$ cat config.mk
export PLATFORM = sky130hd
export DESIGN_NAME = bkpr_top
export DESIGN_NICKNAME = d
export VERILOG_FILES = /design/src/bkpr_pkg.sv /design/src/bkpr_mem.sv /design/src/bkpr_cal.sv /design/src/bkpr_top.sv
export SDC_FILE = /design/constraint.sdc
export NUM_CORES = 1
export LEC_CHECK = 0
export BUFFER_PORTS_ARGS = -buffer_cell sky130_fd_sc_hd__buf_2
export CAP_MARGIN = 10
export CORE_MARGIN = 1.5
export CORE_UTILIZATION = 60
export CTS_CLUSTER_DIAMETER = 150
export DETAILED_ROUTE_END_ITERATION = 7
export GPL_TIMING_DRIVEN = 0
export PLACE_DENSITY = 0.79
export SLEW_MARGIN = 30
export SYNTH_ARGS = -nofsm -noshare
export SYNTH_HDL_FRONTEND = slang
export SYNTH_SLANG_ARGS = --single-unit
$ cat constraint.sdc
create_clock -name pclk -period 3.2 [get_ports pclk]
set_clock_uncertainty 0.2 [all_clocks]
set_input_delay 0.48 -clock pclk [delete_from_list [all_inputs] [get_ports pclk]]
set_output_delay 0.48 -clock pclk [all_outputs]
set_load 0.03 [all_outputs]
$ cat src/bkpr_pkg.sv
// Package: offsets, field positions, reset values and carriers for the backup register bank
package bkpr_pkg;

   // ------------------------------------------------------------
   // Register map (byte addresses on APB)
   // ------------------------------------------------------------
   localparam logic [11:0] BKPR_DATA_BASE   = 12'h000; // Data words 0..15 at 0x000..0x03c
   localparam logic [11:0] BKPR_CAL_OFFSET  = 12'h040; // rtc_calibration_control
   localparam logic [11:0] BKPR_ACC_OFFSET  = 12'h044; // Access/interface control
   localparam logic [11:0] BKPR_STAT_OFFSET = 12'h048; // Calibration status

   // ------------------------------------------------------------
   // Field positions
   // ------------------------------------------------------------
   localparam int BKPR_CAL_LSB     = 0;
   localparam int BKPR_CAL_W       = 7;
   localparam int BKPR_CCO_BIT     = 7;
   localparam int BKPR_POE_BIT     = 8;
   localparam int BKPR_POS_BIT     = 9;
   localparam int BKPR_POWER_INTERFACE_CLOCK_ENABLE_BIT   = 0;
   localparam int BKPR_BACKUP_INTERFACE_CLOCK_ENABLE_BIT   = 1;
   localparam int BKPR_DBP_BIT     = 2;

   // ------------------------------------------------------------
   // Reset values and counts
   // ------------------------------------------------------------
   localparam logic [15:0] BKPR_DATA_RST  = 16'h0000;
   localparam logic [9:0]  BKPR_CTRL_RST  = 10'h000;
   localparam int          BKPR_WIN_BITS  = 20;      // Calibration window of 2^20 pulses
   localparam int          BKPR_DIV_BITS  = 6;       // Divide by 64
   localparam int          BKPR_NWORDS    = 16;

   // Calibration/output control carrier
   typedef struct packed {
      logic       pos;   // pulse_output_select
      logic       poe;   // pulse_output_enable
      logic       calibration_clock_output;   // calibration_clock_output
      logic [6:0] cal;
   } bkpr_ctrl_s;

endpackage

$ cat src/bkpr_mem.sv
// Battery-backed data word storage with registered read data
`timescale 1ns/100ps
module bkpr_mem #(
   parameter int WORDS = 16,
   parameter int AW    = 4
) (
   input  wire logic          clk,
   input  wire logic          bkp_rst_n,
   input  wire logic          we,
   input  wire logic [AW-1:0] waddr,
   input  wire logic [15:0]   wdata,
   input  wire logic [AW-1:0] raddr,
   output logic      [15:0]   rdata
);
   initial
   begin
      if (WORDS > (1 << AW) || WORDS < 1)
         $error("bkpr_mem: WORDS does not fit AW");
   end

   logic [15:0] mem_q [WORDS];

   // --------------------------------------------------------------
   // Storage, cleared only by the backup-domain reset
   // --------------------------------------------------------------
   genvar g;
   generate
      for (g = 0; g < WORDS; g++)
      begin : g_word
         always_ff @(posedge clk or negedge bkp_rst_n)
         begin
            if (!bkp_rst_n)
               mem_q[g] <= bkpr_pkg::BKPR_DATA_RST;
            else if (we && waddr == AW'(g))
               mem_q[g] <= wdata;
         end
      end
   endgenerate

   // Registered read port
   always_ff @(posedge clk or negedge bkp_rst_n)
   begin
      if (!bkp_rst_n)
         rdata <= 16'h0000;
      else
         rdata <= (int'(raddr) < WORDS) ? mem_q[raddr] : 16'h0000;
   end
endmodule

$ cat src/bkpr_cal.sv
// RTC calibration: pulse skipping per 2^20 window and divide-by-64 clock
`timescale 1ns/100ps
module bkpr_cal #(
   parameter int WIN_BITS = 20,
   parameter int DIV_BITS = 6
) (
   input  wire logic       clk,
   input  wire logic       rst_n,
   input  wire logic       rtc_tick,
   input  wire logic [6:0] cal,
   output logic            tick_out,
   output logic            div_clk,
   output logic            skip_seen
);
   initial
   begin
      if (WIN_BITS < 8 || DIV_BITS < 2)
         $error("bkpr_cal: window or divider too small");
   end

   logic [WIN_BITS-1:0] win_q;
   logic [6:0]          skip_q;
   logic [DIV_BITS-1:0] div_q;
   wire                 drop = (skip_q < cal);

   // --------------------------------------------------------------
   // Drop the first cal ticks of every 2^20-tick window
   // --------------------------------------------------------------
   always_ff @(posedge clk or negedge rst_n)
   begin
      if (!rst_n)
      begin
         win_q     <= '0;
         skip_q    <= 7'h00;
         tick_out  <= 1'b0;
         skip_seen <= 1'b0;
      end
      else
      begin
         tick_out  <= rtc_tick & ~drop;
         skip_seen <= rtc_tick & drop;
         if (rtc_tick)
         begin
            win_q <= win_q + 1'b1;
            if (win_q == '1)
               skip_q <= 7'h00;                  // New window
            else if (drop)
               skip_q <= skip_q + 7'h01;
         end
      end
   end

   // RTC clock divided by 64 (toggle every 32 ticks)
   always_ff @(posedge clk or negedge rst_n)
   begin
      if (!rst_n)
      begin
         div_q   <= '0;
         div_clk <= 1'b0;
      end
      else if (rtc_tick)
      begin
         div_q <= div_q + 1'b1;
         if (div_q[DIV_BITS-2:0] == '1)
            div_clk <= ~div_clk;
      end
   end
endmodule

$ cat src/bkpr_top.sv
// Backup-domain register bank: data words, calibration control and pin output over APB
//
// Overview of operation
// Sixteen 16-bit battery-backed data words
// Data survives system, power reset, standby
// Data cleared only by backup-domain reset
// Backup writes blocked after reset
// Software enables clocks, then access bit
// Writes ignored while access disabled
// Select bit chooses alarm or second
// Enable bit drives one-tick pulse out
// Software keeps pin function off then
// Select/enable cleared only by backup reset
// Calibration bit outputs RTC clock/64
// Calibration clock bit cleared at power-off
// Cal field drops pulses per 2^20
// Slows RTC 0..121 ppm in steps
//
// The implementer's own choices: the APB slave port and the register addresses.
`timescale 1ns/100ps
module bkpr_top #(
   parameter int NWORDS = bkpr_pkg::BKPR_NWORDS
) (
   input  wire logic        pclk,
   input  wire logic        presetn,        // System/power reset
   input  wire logic        bkp_rst_n,      // Backup-domain reset
   input  wire logic        main_supply_on, // Low when main supply is off
   input  wire logic        psel,
   input  wire logic        penable,
   input  wire logic        pwrite,
   input  wire logic [11:0] paddr,
   input  wire logic [31:0] pwdata,
   input  wire logic [3:0]  pstrb,
   output logic      [31:0] prdata,
   output logic             pready,
   output logic             pslverr,
   input  wire logic        rtc_tick,       // One pclk pulse per RTC clock period
   input  wire logic        rtc_alarm,      // One-tick alarm pulse
   input  wire logic        rtc_second,     // One-tick second pulse
   output logic             rtc_tick_cal,   // Calibrated RTC tick
   output logic             rtc_output_pin,
   output logic             rtc_output_pin_oe
);
   initial
   begin
      if (NWORDS != 16)
         $error("bkpr_top: map holds exactly 16 data words");
   end

   // ------------------------------------------------------------
   // State
   // ------------------------------------------------------------
   bkpr_pkg::bkpr_ctrl_s ctrl_q;
   logic                 cco_q;
   logic [2:0]           acc_q;
   logic                 rd_ph_q;
   logic [31:0]          rd_mux_q;
   logic                 skip_sticky_q;
   logic [15:0]          mem_rdata;
   logic                 cal_tick;
   logic                 div_clk;
   logic                 skip_seen;

   // ------------------------------------------------------------
   // APB decode
   // ------------------------------------------------------------
   function automatic logic is_data(input logic [11:0] a);
      is_data = (a[11:6] == bkpr_pkg::BKPR_DATA_BASE[11:6]) && (a[1:0] == 2'b00);
   endfunction

   wire setup_ph   = psel & ~penable;
   wire access_ph  = psel & penable;
   wire hit_data   = is_data(paddr);
   wire hit_cal    = (paddr == bkpr_pkg::BKPR_CAL_OFFSET);
   wire hit_acc    = (paddr == bkpr_pkg::BKPR_ACC_OFFSET);
   wire hit_stat   = (paddr == bkpr_pkg::BKPR_STAT_OFFSET);
   wire hit_any    = hit_data | hit_cal | hit_acc | hit_stat;
   wire access_ok  = &acc_q;
   wire wr_commit  = access_ph & pready & pwrite;
   wire lo_lanes   = pstrb[0] & pstrb[1];
   wire wr_data    = wr_commit & hit_data & access_ok & lo_lanes;
   wire wr_cal     = wr_commit & hit_cal & access_ok & lo_lanes;
   wire wr_acc     = wr_commit & hit_acc & pstrb[0];

   // ------------------------------------------------------------
   // Data words in the backup domain
   // ------------------------------------------------------------
   bkpr_mem #(
      .WORDS (NWORDS),
      .AW    (4)
   ) u_mem (
      .clk       (pclk),
      .bkp_rst_n (bkp_rst_n),
      .we        (wr_data),
      .waddr     (paddr[5:2]),
      .wdata     (pwdata[15:0]),
      .raddr     (paddr[5:2]),
      .rdata     (mem_rdata)
   );

   // ------------------------------------------------------------
   // Calibration and divider
   // ------------------------------------------------------------
   bkpr_cal #(
      .WIN_BITS (bkpr_pkg::BKPR_WIN_BITS),
      .DIV_BITS (bkpr_pkg::BKPR_DIV_BITS)
   ) u_cal (
      .clk       (pclk),
      .rst_n     (bkp_rst_n),
      .rtc_tick  (rtc_tick),
      .cal       (ctrl_q.cal),
      .tick_out  (cal_tick),
      .div_clk   (div_clk),
      .skip_seen (skip_seen)
   );

   // ------------------------------------------------------------
   // Calibration control: backup-domain bits
   // ------------------------------------------------------------
   always_ff @(posedge pclk or negedge bkp_rst_n)
   begin
      if (!bkp_rst_n)
      begin
         ctrl_q.pos <= 1'b0;
         ctrl_q.poe <= 1'b0;
         ctrl_q.calibration_clock_output <= 1'b0;
         ctrl_q.cal <= 7'h00;
      end
      else if (wr_cal)
      begin
         ctrl_q.pos <= pwdata[bkpr_pkg::BKPR_POS_BIT];
         ctrl_q.poe <= pwdata[bkpr_pkg::BKPR_POE_BIT];
         ctrl_q.calibration_clock_output <= 1'b0;
         ctrl_q.cal <= pwdata[bkpr_pkg::BKPR_CAL_LSB +: bkpr_pkg::BKPR_CAL_W];
      end
   end

   // Calibration clock bit: cleared by main-supply loss, not backup reset
   always_ff @(posedge pclk or negedge presetn)
   begin
      if (!presetn)
         cco_q <= 1'b0;
      else if (!main_supply_on)
         cco_q <= 1'b0;
      else if (wr_cal)
         cco_q <= pwdata[bkpr_pkg::BKPR_CCO_BIT];
   end

   // ------------------------------------------------------------
   // Access control: cleared by every system reset
   // ------------------------------------------------------------
   always_ff @(posedge pclk or negedge presetn)
   begin
      if (!presetn)
         acc_q <= 3'h0;
      else if (wr_acc)
         acc_q <= pwdata[2:0];
   end

   // Sticky flag: a pulse was dropped; set wins over clear
   always_ff @(posedge pclk or negedge presetn)
   begin
      if (!presetn)
         skip_sticky_q <= 1'b0;
      else if (skip_seen)
         skip_sticky_q <= 1'b1;
      else if (wr_commit & hit_stat & pwdata[0])
         skip_sticky_q <= 1'b0;
   end

   // ------------------------------------------------------------
   // APB response: one wait state so memory read data is ready
   // ------------------------------------------------------------
   wire [31:0] rd_sel =
      hit_cal  ? {22'h0, ctrl_q.pos, ctrl_q.poe, cco_q, ctrl_q.cal} :
      hit_acc  ? {29'h0, acc_q} :
      hit_stat ? {30'h0, access_ok, skip_sticky_q} :
                 32'h0;

   always_ff @(posedge pclk or negedge presetn)
   begin
      if (!presetn)
      begin
         rd_ph_q  <= 1'b0;
         rd_mux_q <= 32'h0;
         pready   <= 1'b0;
         pslverr  <= 1'b0;
         prdata   <= 32'h0;
      end
      else
      begin
         rd_ph_q  <= setup_ph;
         rd_mux_q <= rd_sel;
         pready   <= rd_ph_q;               // Ready in the second access cycle
         pslverr  <= rd_ph_q & ~hit_any;    // Refusal travels with ready
         if (rd_ph_q & ~pwrite)
            prdata <= hit_data ? {16'h0, mem_rdata} : rd_mux_q;
         else if (!access_ph)
            prdata <= 32'h0;
      end
   end

   // ------------------------------------------------------------
   // Pin output: pulse selection or calibration clock
   // ------------------------------------------------------------
   wire pulse_sel = ctrl_q.pos ? rtc_second : rtc_alarm;

   always_ff @(posedge pclk or negedge presetn)
   begin
      if (!presetn)
      begin
         rtc_output_pin    <= 1'b0;
         rtc_output_pin_oe <= 1'b0;
         rtc_tick_cal      <= 1'b0;
      end
      else
      begin
         rtc_tick_cal      <= cal_tick;
         rtc_output_pin_oe <= cco_q | ctrl_q.poe;
         if (cco_q)
            rtc_output_pin <= div_clk;
         else
            rtc_output_pin <= ctrl_q.poe & pulse_sel;
      end
   end
endmodule

==> flow_metrics.tcl, run 1 <==
set metrics [dict create \
    drc 0 \
    synth_area_um2 15900 \
    p_leak_nw 9.04 \
    cts_buffer_depth 3 \
    dp_hpwl_um 23100 \
    crit_arrival_ps 3270 \
    power.switching_mw 2.34 \
    hold_violations 0 \
    htree_levels 2 \
    rows 59 \
    swShare_pct 23.8 \
    yosys_warnings 0 \
    max_freq_mhz 326 \
    whs_ps 34.4 \
    gp_congestion 0.852 \
    synth_top_area_share_pct 55.6 \
    wl_per_cell_um 23.3 \
    wl_um 35600 \
    cts-resized-gates 0 \
    setup_viol 0 \
    grt_usage_pct 27.1 \
    drv_slew 0 \
    synth_edf_count 0 \
    regToRegStartpoint "pready" \
    clock-sinks 353 \
    grt_antenna_before_repair 1 \
    worst_ir_drop_vdd_mv 0.503 \
    path_clk_slew_ps 60 \
    grt_use_met1_pct 38.8 \
    placed_cell_area_um2 16800 \
    cp-startpoint "penable" \
    grt_pass1_vias 9611 \
    grt_max_degree 87 \
    tightest_slew_ps 1040 \
    busiest_layer "met2" \
    critPathRequiredTime_ps 3400 \
    total_power_mw 9.85 \
    vias 9250 \
    layout_common_cells "dfrtp_1 (353), mux2_2 (237), mux4_2 (80), buf_2 (69), nand2_1 (40)" \
    pin_count 95 \
    dieArea_um2 27500 \
    drt_iter0_drc 715 \
    end_kind "flip-flop" \
    postRouteAntennaNets 0 \
    rsz0062_at_grt "no" \
    synth_area_leader_cell "dfrtp_1" \
    hold_path.class "in -> reg" \
    firstDrtPassIters 5 \
    worst_setup_path_start_kind "input port" \
    p_per_area_nw_per_um2 544 \
    clkLatencyLatePin_ps 530 \
    area_delta_synth_final_pct 13.9 \
    drv_cap 0 \
    hold_path_startpoint "psel" \
    comb_power_share_pct 7.5 \
    cts-root-buf "clkbuf_16" \
    cts_tree "done" \
    core_region_area_um2 26000 \
    yosysSeqAreaShare_pct 55.6 \
    seqPwrFrac_pct 48.0 \
    async_flop_share_pct 100 \
    p_int_mw 7.51 \
    use_met3_pct 5.47 \
    ys_types 50 \
    final_common_cell "dfrtp_1" \
    clockPowerShare_pct 44.5 \
    slew-limit-headroom_pct 30.6 \
    fin_crit_ps 3070 \
    die_w_um 166 \
    final_area_um2 18100 \
    fin_nets 1231 \
    grt_first_pass_wirelength_um 56700 \
    grt_overflow 0 \
    synth_area_per_cell_um2 15.3 \
    cts_buffers 37 \
    ys_seq_elements 353 \
    period_share_pct 95.9 \
    status "completed" \
    met2_usage_pct 42.6 \
    post-route-util_pct 69.6 \
    synthFlopType "dfrtp_1" \
    drive_above_1_share_pct 43.5 \
    syn_inst 1040 \
    avgViaCountPerCell 6.05 \
    initial_utilization_pct 61.1 \
    ys_top_cells_by_area "dfrtp_1 (56%), mux2_2 (17%), mux4_2 (11%)" \
    io_buffers 59 \
    crit_type "in -> reg" \
    die_h_um 166 \
    crit_fanout 10 \
]
[per-stage QoR]
| stage | TNS (ps) | setup WS, ps | std cells |
|---|---|---|---|
| after floorplan | 0 | 593 | 1055 |
| after global placement | -1394790 | -4460 | 1449 |
| after detailed placement | -562 | -102 | 1452 |
| after CTS | 0 | 92.6 | 1524 |
| after global routing | 0 | 37.0 | 1528 |
| final | 0 | 130 | 1529 |
[path summary, 6_finish.rpt]
check | slack [ps] | to | cells after the start
setup / recovery | 130 | u_mem.mem_q[39] | 9
hold / removal | 30 | rd_ph_q | 2
setup reg to reg | 380 | u_mem.mem_q[39] | 7
hold reg to reg | 150 | rtc_tick_cal | 0
max in group asynchronous | 1230 | u_mem.mem_q[155] | 4
min in group asynchronous | 270 | prdata[0] | 2
[cells by family (layout without fill, tap and decap cells)]
family	count (synthesis)	count (layout)	synth area share (%)
other cells	1	18	0.0236
simple gates	148	148	5.84
mux	359	359	31.3
fa+ha+maj	10	10	0.788
xor+xnor	24	24	1.32
flops	353	353	55.6
buf+inv	97	234	3.37
compound gates	48	48	1.79
[cells in the mapped netlist, types with 11 or more instances]
| cell type | instances |
|---|---|
| dfrtp_1 | 353 |
| mux2_2 | 237 |
| mux4_2 | 80 |
| nand2_1 | 40 |
| clkbuf_1 | 32 |
| o21ai_0 | 26 |
| nor2_1 | 24 |
| buf_4 | 21 |
| mux2_1 | 19 |
| xnor2_1 | 15 |
| inv_1 | 14 |
| mux2i_1 | 13 |
| buf_2 | 11 |
| nand4_1 | 11 |
[timing repair]
action                                 CTS  global route
endpoints found under the hold margin  104             0
setup buffers                            0             3
hold buffers                             4             0
setup endpoints to repair                0            10
[cell type report]
type	instances	area, um^2
flip-flops and latches	353	8830
fillers	1741	7890
multi-input cells	605	6580
clock buffers	52	1090
plain buffers	82	480
repair buffers	69	465
well taps	335	419
clock inverters	16	163
inverters	15	56.3
diodes	2	5.00
[state kept, by name, summed over array words and instances, names as in the netlist, 3 cells and up]
register and flops:
prdata 16, acc_q 3, ctrl_q 9, u_cal.win_q 20, u_mem.mem_q 256, u_mem.rdata 16, u_cal.div_q 5, u_cal.skip_q 7
rd_mux_q 10
[worst max-delay path: stages]
cell and delay (ps):
dlygate4sd3_1 520, buf_2 110, and4_1 260, nand4_2 230
or3_1 420, buf_6 150, nor2_4 280, buf_2 430
mux2_2 390
[metal layers]
layer	part of all wire, %	up-vias
met5	0	-
met4	2.5	0
met3	6.4	76
met2	47	276
met1	44	4867
li1	-	4031
[power by group through the flow]
stage                     Sequential, mW  Clock, mW  Combinational, mW
after global routing                4.75       4.63              0.830
after detailed placement            4.81          0              0.730
after global placement              4.80          0              0.684
final                               4.73       4.38              0.735
after CTS                           4.73       4.44              0.737
after floorplan                     4.78          0              0.450
Power figures use the tool's default switching activity.
==> inputs of run 2 (changes only) <==
--- a/config.mk
+++ b/config.mk
@@ -7,12 +7,14 @@
 export LEC_CHECK = 0
 export BUFFER_PORTS_ARGS = -buffer_cell sky130_fd_sc_hd__buf_2
 export CAP_MARGIN = 10
+export CELL_PAD_IN_SITES_DETAIL_PLACEMENT = 0
+export CELL_PAD_IN_SITES_GLOBAL_PLACEMENT = 1
 export CORE_MARGIN = 1.5
-export CORE_UTILIZATION = 60
+export CORE_UTILIZATION = 52
 export CTS_CLUSTER_DIAMETER = 150
 export DETAILED_ROUTE_END_ITERATION = 7
 export GPL_TIMING_DRIVEN = 0
-export PLACE_DENSITY = 0.79
+export PLACE_DENSITY_LB_ADDON = 0.1
 export SLEW_MARGIN = 30
 export SYNTH_ARGS = -nofsm -noshare
 export SYNTH_HDL_FRONTEND = slang
==> run 2 against run 1 <==
Effect of this change:
- clock-buffer cell count increased by 4
- global-route usage decreased by 2.6 points
- critical endpoint is now u_mem.mem_q[45]
- worst hold slack got worse by 21 ps
- wire length increased by 2.3%
- first-iteration DRC count decreased by 28%
- combinational power decreased by 0.5%
- cell area increased by 0.53%
- critical path type is now reg -> reg
- setup slack improved by 120 ps
- core utilization decreased by 8.7 points
- fmax increased by 4.0%
- non-clock buffer count decreased by 3
- power increased by 1.4%
==> flow_metrics.tcl, run 2 (synthesized netlist as in run 1, its figures left out) <==
set metrics [dict create \
    postRouteAntennaNets 0 \
    reg.largest.list "u_mem.mem_q: 256 flops, u_cal.win_q: 20 flops" \
    end_kind "flip-flop" \
    max_freq_mhz 339 \
    grt_max_degree 84 \
    io_buffers 59 \
    grt_pass1_vias 9442 \
    rsz0062_at_grt "no" \
    path_clk_slew_ps 60 \
    tightest_slew_ps 948 \
    p_int_mw 7.62 \
    grt_overflow 0 \
    die_w_um 178 \
    layout_common_cells "dfrtp_1 (353), mux2_2 (237), mux4_2 (80), buf_2 (69)" \
    gp_congestion 0.800 \
    cts_buffers 39 \
    grt_first_pass_wirelength_um 57200 \
    hold_violations 0 \
    critPathRequiredTime_ps 3400 \
    die_h_um 178 \
    fin_nets 1230 \
    p_leak_nw 9.05 \
    pin_count 95 \
    swShare_pct 23.7 \
    wl_per_cell_um 23.1 \
    grt_antenna_before_repair 0 \
    period_share_pct 92.3 \
    cts-root-buf "clkbuf_16" \
    cts_tree "done" \
    worst_setup_path_start_kind "flip-flop" \
    final_common_cell "dfrtp_1" \
    dieArea_um2 31600 \
    grt_usage_pct 24.5 \
    largest_reg_flops 256 \
    setup_viol 0 \
    htree_levels 2 \
    drv_slew 0 \
    p_per_area_nw_per_um2 549 \
    rows 63 \
    core_region_area_um2 29900 \
    antenna_cells 0 \
    comb_power_share_pct 7.3 \
    clockPowerShare_pct 45.3 \
    avgViaCountPerCell 5.74 \
    firstDrtPassIters 4 \
    status "completed" \
    drive_above_1_share_pct 43.4 \
    top_register "u_mem.mem_q" \
    crit_fanout 10 \
    seqPwrFrac_pct 47.4 \
    hold_buffers 3 \
    slew-limit-headroom_pct 36.8 \
    hold_path.class "in -> reg" \
    cts_buffer_depth 3 \
    area_delta_synth_final_pct 14.5 \
    clock-sinks 353 \
    vias 9059 \
    postCtsSetupBuffers 0 \
    wl_um 36400 \
    total_power_mw 9.99 \
    clkLatencyLatePin_ps 530 \
    fin_crit_ps 2950 \
    crit_type "reg -> reg" \
    cts-resized-gates 0 \
    power.switching_mw 2.37 \
    drv_cap 0 \
    drt_iter0_drc 517 \
    dp_hpwl_um 24000 \
    post-route-util_pct 60.9 \
    initial_utilization_pct 53.2 \
    worst_ir_drop_vdd_mv 0.361 \
    crit_arrival_ps 3150 \
    drc 0 \
]
-- run 2: cell types whose count changed in the layout (fill, tap and decap cells not counted), sizes merged --
cell         before  now
clkinv           12    7
clkbuf           84   88
buf             115  113
diode             2    0
dlygate4sd3       4    3
inv              16   17
-- run 2: power groups by stage --
| stage | Combinational, mW | Clock (mW) | Sequential (mW) |
|---|---|---|---|
| 2_1_floorplan | 0.450 | 0 | 4.78 |
| 3_3_place_gp | 0.698 | 0 | 4.81 |
| 3_5_place_dp | 0.737 | 0 | 4.81 |
| 4_1_cts | 0.743 | 4.62 | 4.73 |
| 5_1_grt | 0.831 | 4.80 | 4.75 |
| 6_report | 0.731 | 4.52 | 4.73 |
-- run 2: layout make-up --
| type | count | area [um^2] |
|---|---|---|
| multi-input cells | 605 | 6580 |
| well taps | 390 | 488 |
| plain buffers | 82 | 480 |
| clock inverters | 12 | 156 |
| fillers | 2313 | 11700 |
| inverters | 15 | 56.3 |
| clock buffers | 56 | 1150 |
| repair buffers | 66 | 448 |
| flip-flops and latches | 353 | 8830 |
-- run 2: critical path, stage by stage, from the launching register on --
cell and delay [ps]:
dfrtp_1 330, and4_1 300, nand4_2 290, or3_1 450
buf_6 150, nor2_4 270, buf_2 440, mux2_2 390
-- run 2: path summary, 6_finish.rpt --
check | end | cells after the start | start | slack [ps]
setup / recovery | u_mem.mem_q[45] | 7 | pready | 250
hold reg to reg | rtc_tick_cal | 0 | u_cal.tick_out | 150
hold / removal | cco_q | 2 | main_supply_on | 10
min in group asynchronous | u_mem.mem_q[241] | 2 | bkp_rst_n | 180
setup reg to reg | u_mem.mem_q[45] | 7 | pready | 250
max in group asynchronous | u_mem.mem_q[11] | 5 | bkp_rst_n | 1250
-- run 2: per-stage QoR --
step | hold WS [ps] | TNS, ps | instances | cell area [um^2] | worst slack (ps)
after CTS | 1.89 | 0 | 1579 | 18200 | 231
after floorplan | -15.6 | 0 | 1055 | 15900 | 593
final | 13.2 | 0 | 1579 | 18200 | 248
after detailed placement | 111 | -2340 | 1508 | 16900 | -200
after global placement | 132 | -1472140 | 1504 | 16700 | -4690
after global routing | 30.6 | 0 | 1579 | 18200 | 145
-- run 2: layer usage --
layer  track usage (%)  vias up  part of all wire, %
met3              3.79       49                  4.9
met5                 0        -                    0
li1                  -     4019                    -
met2              39.8      191                   48
met1              34.7     4800                   45
met4              6.27        0                  1.9
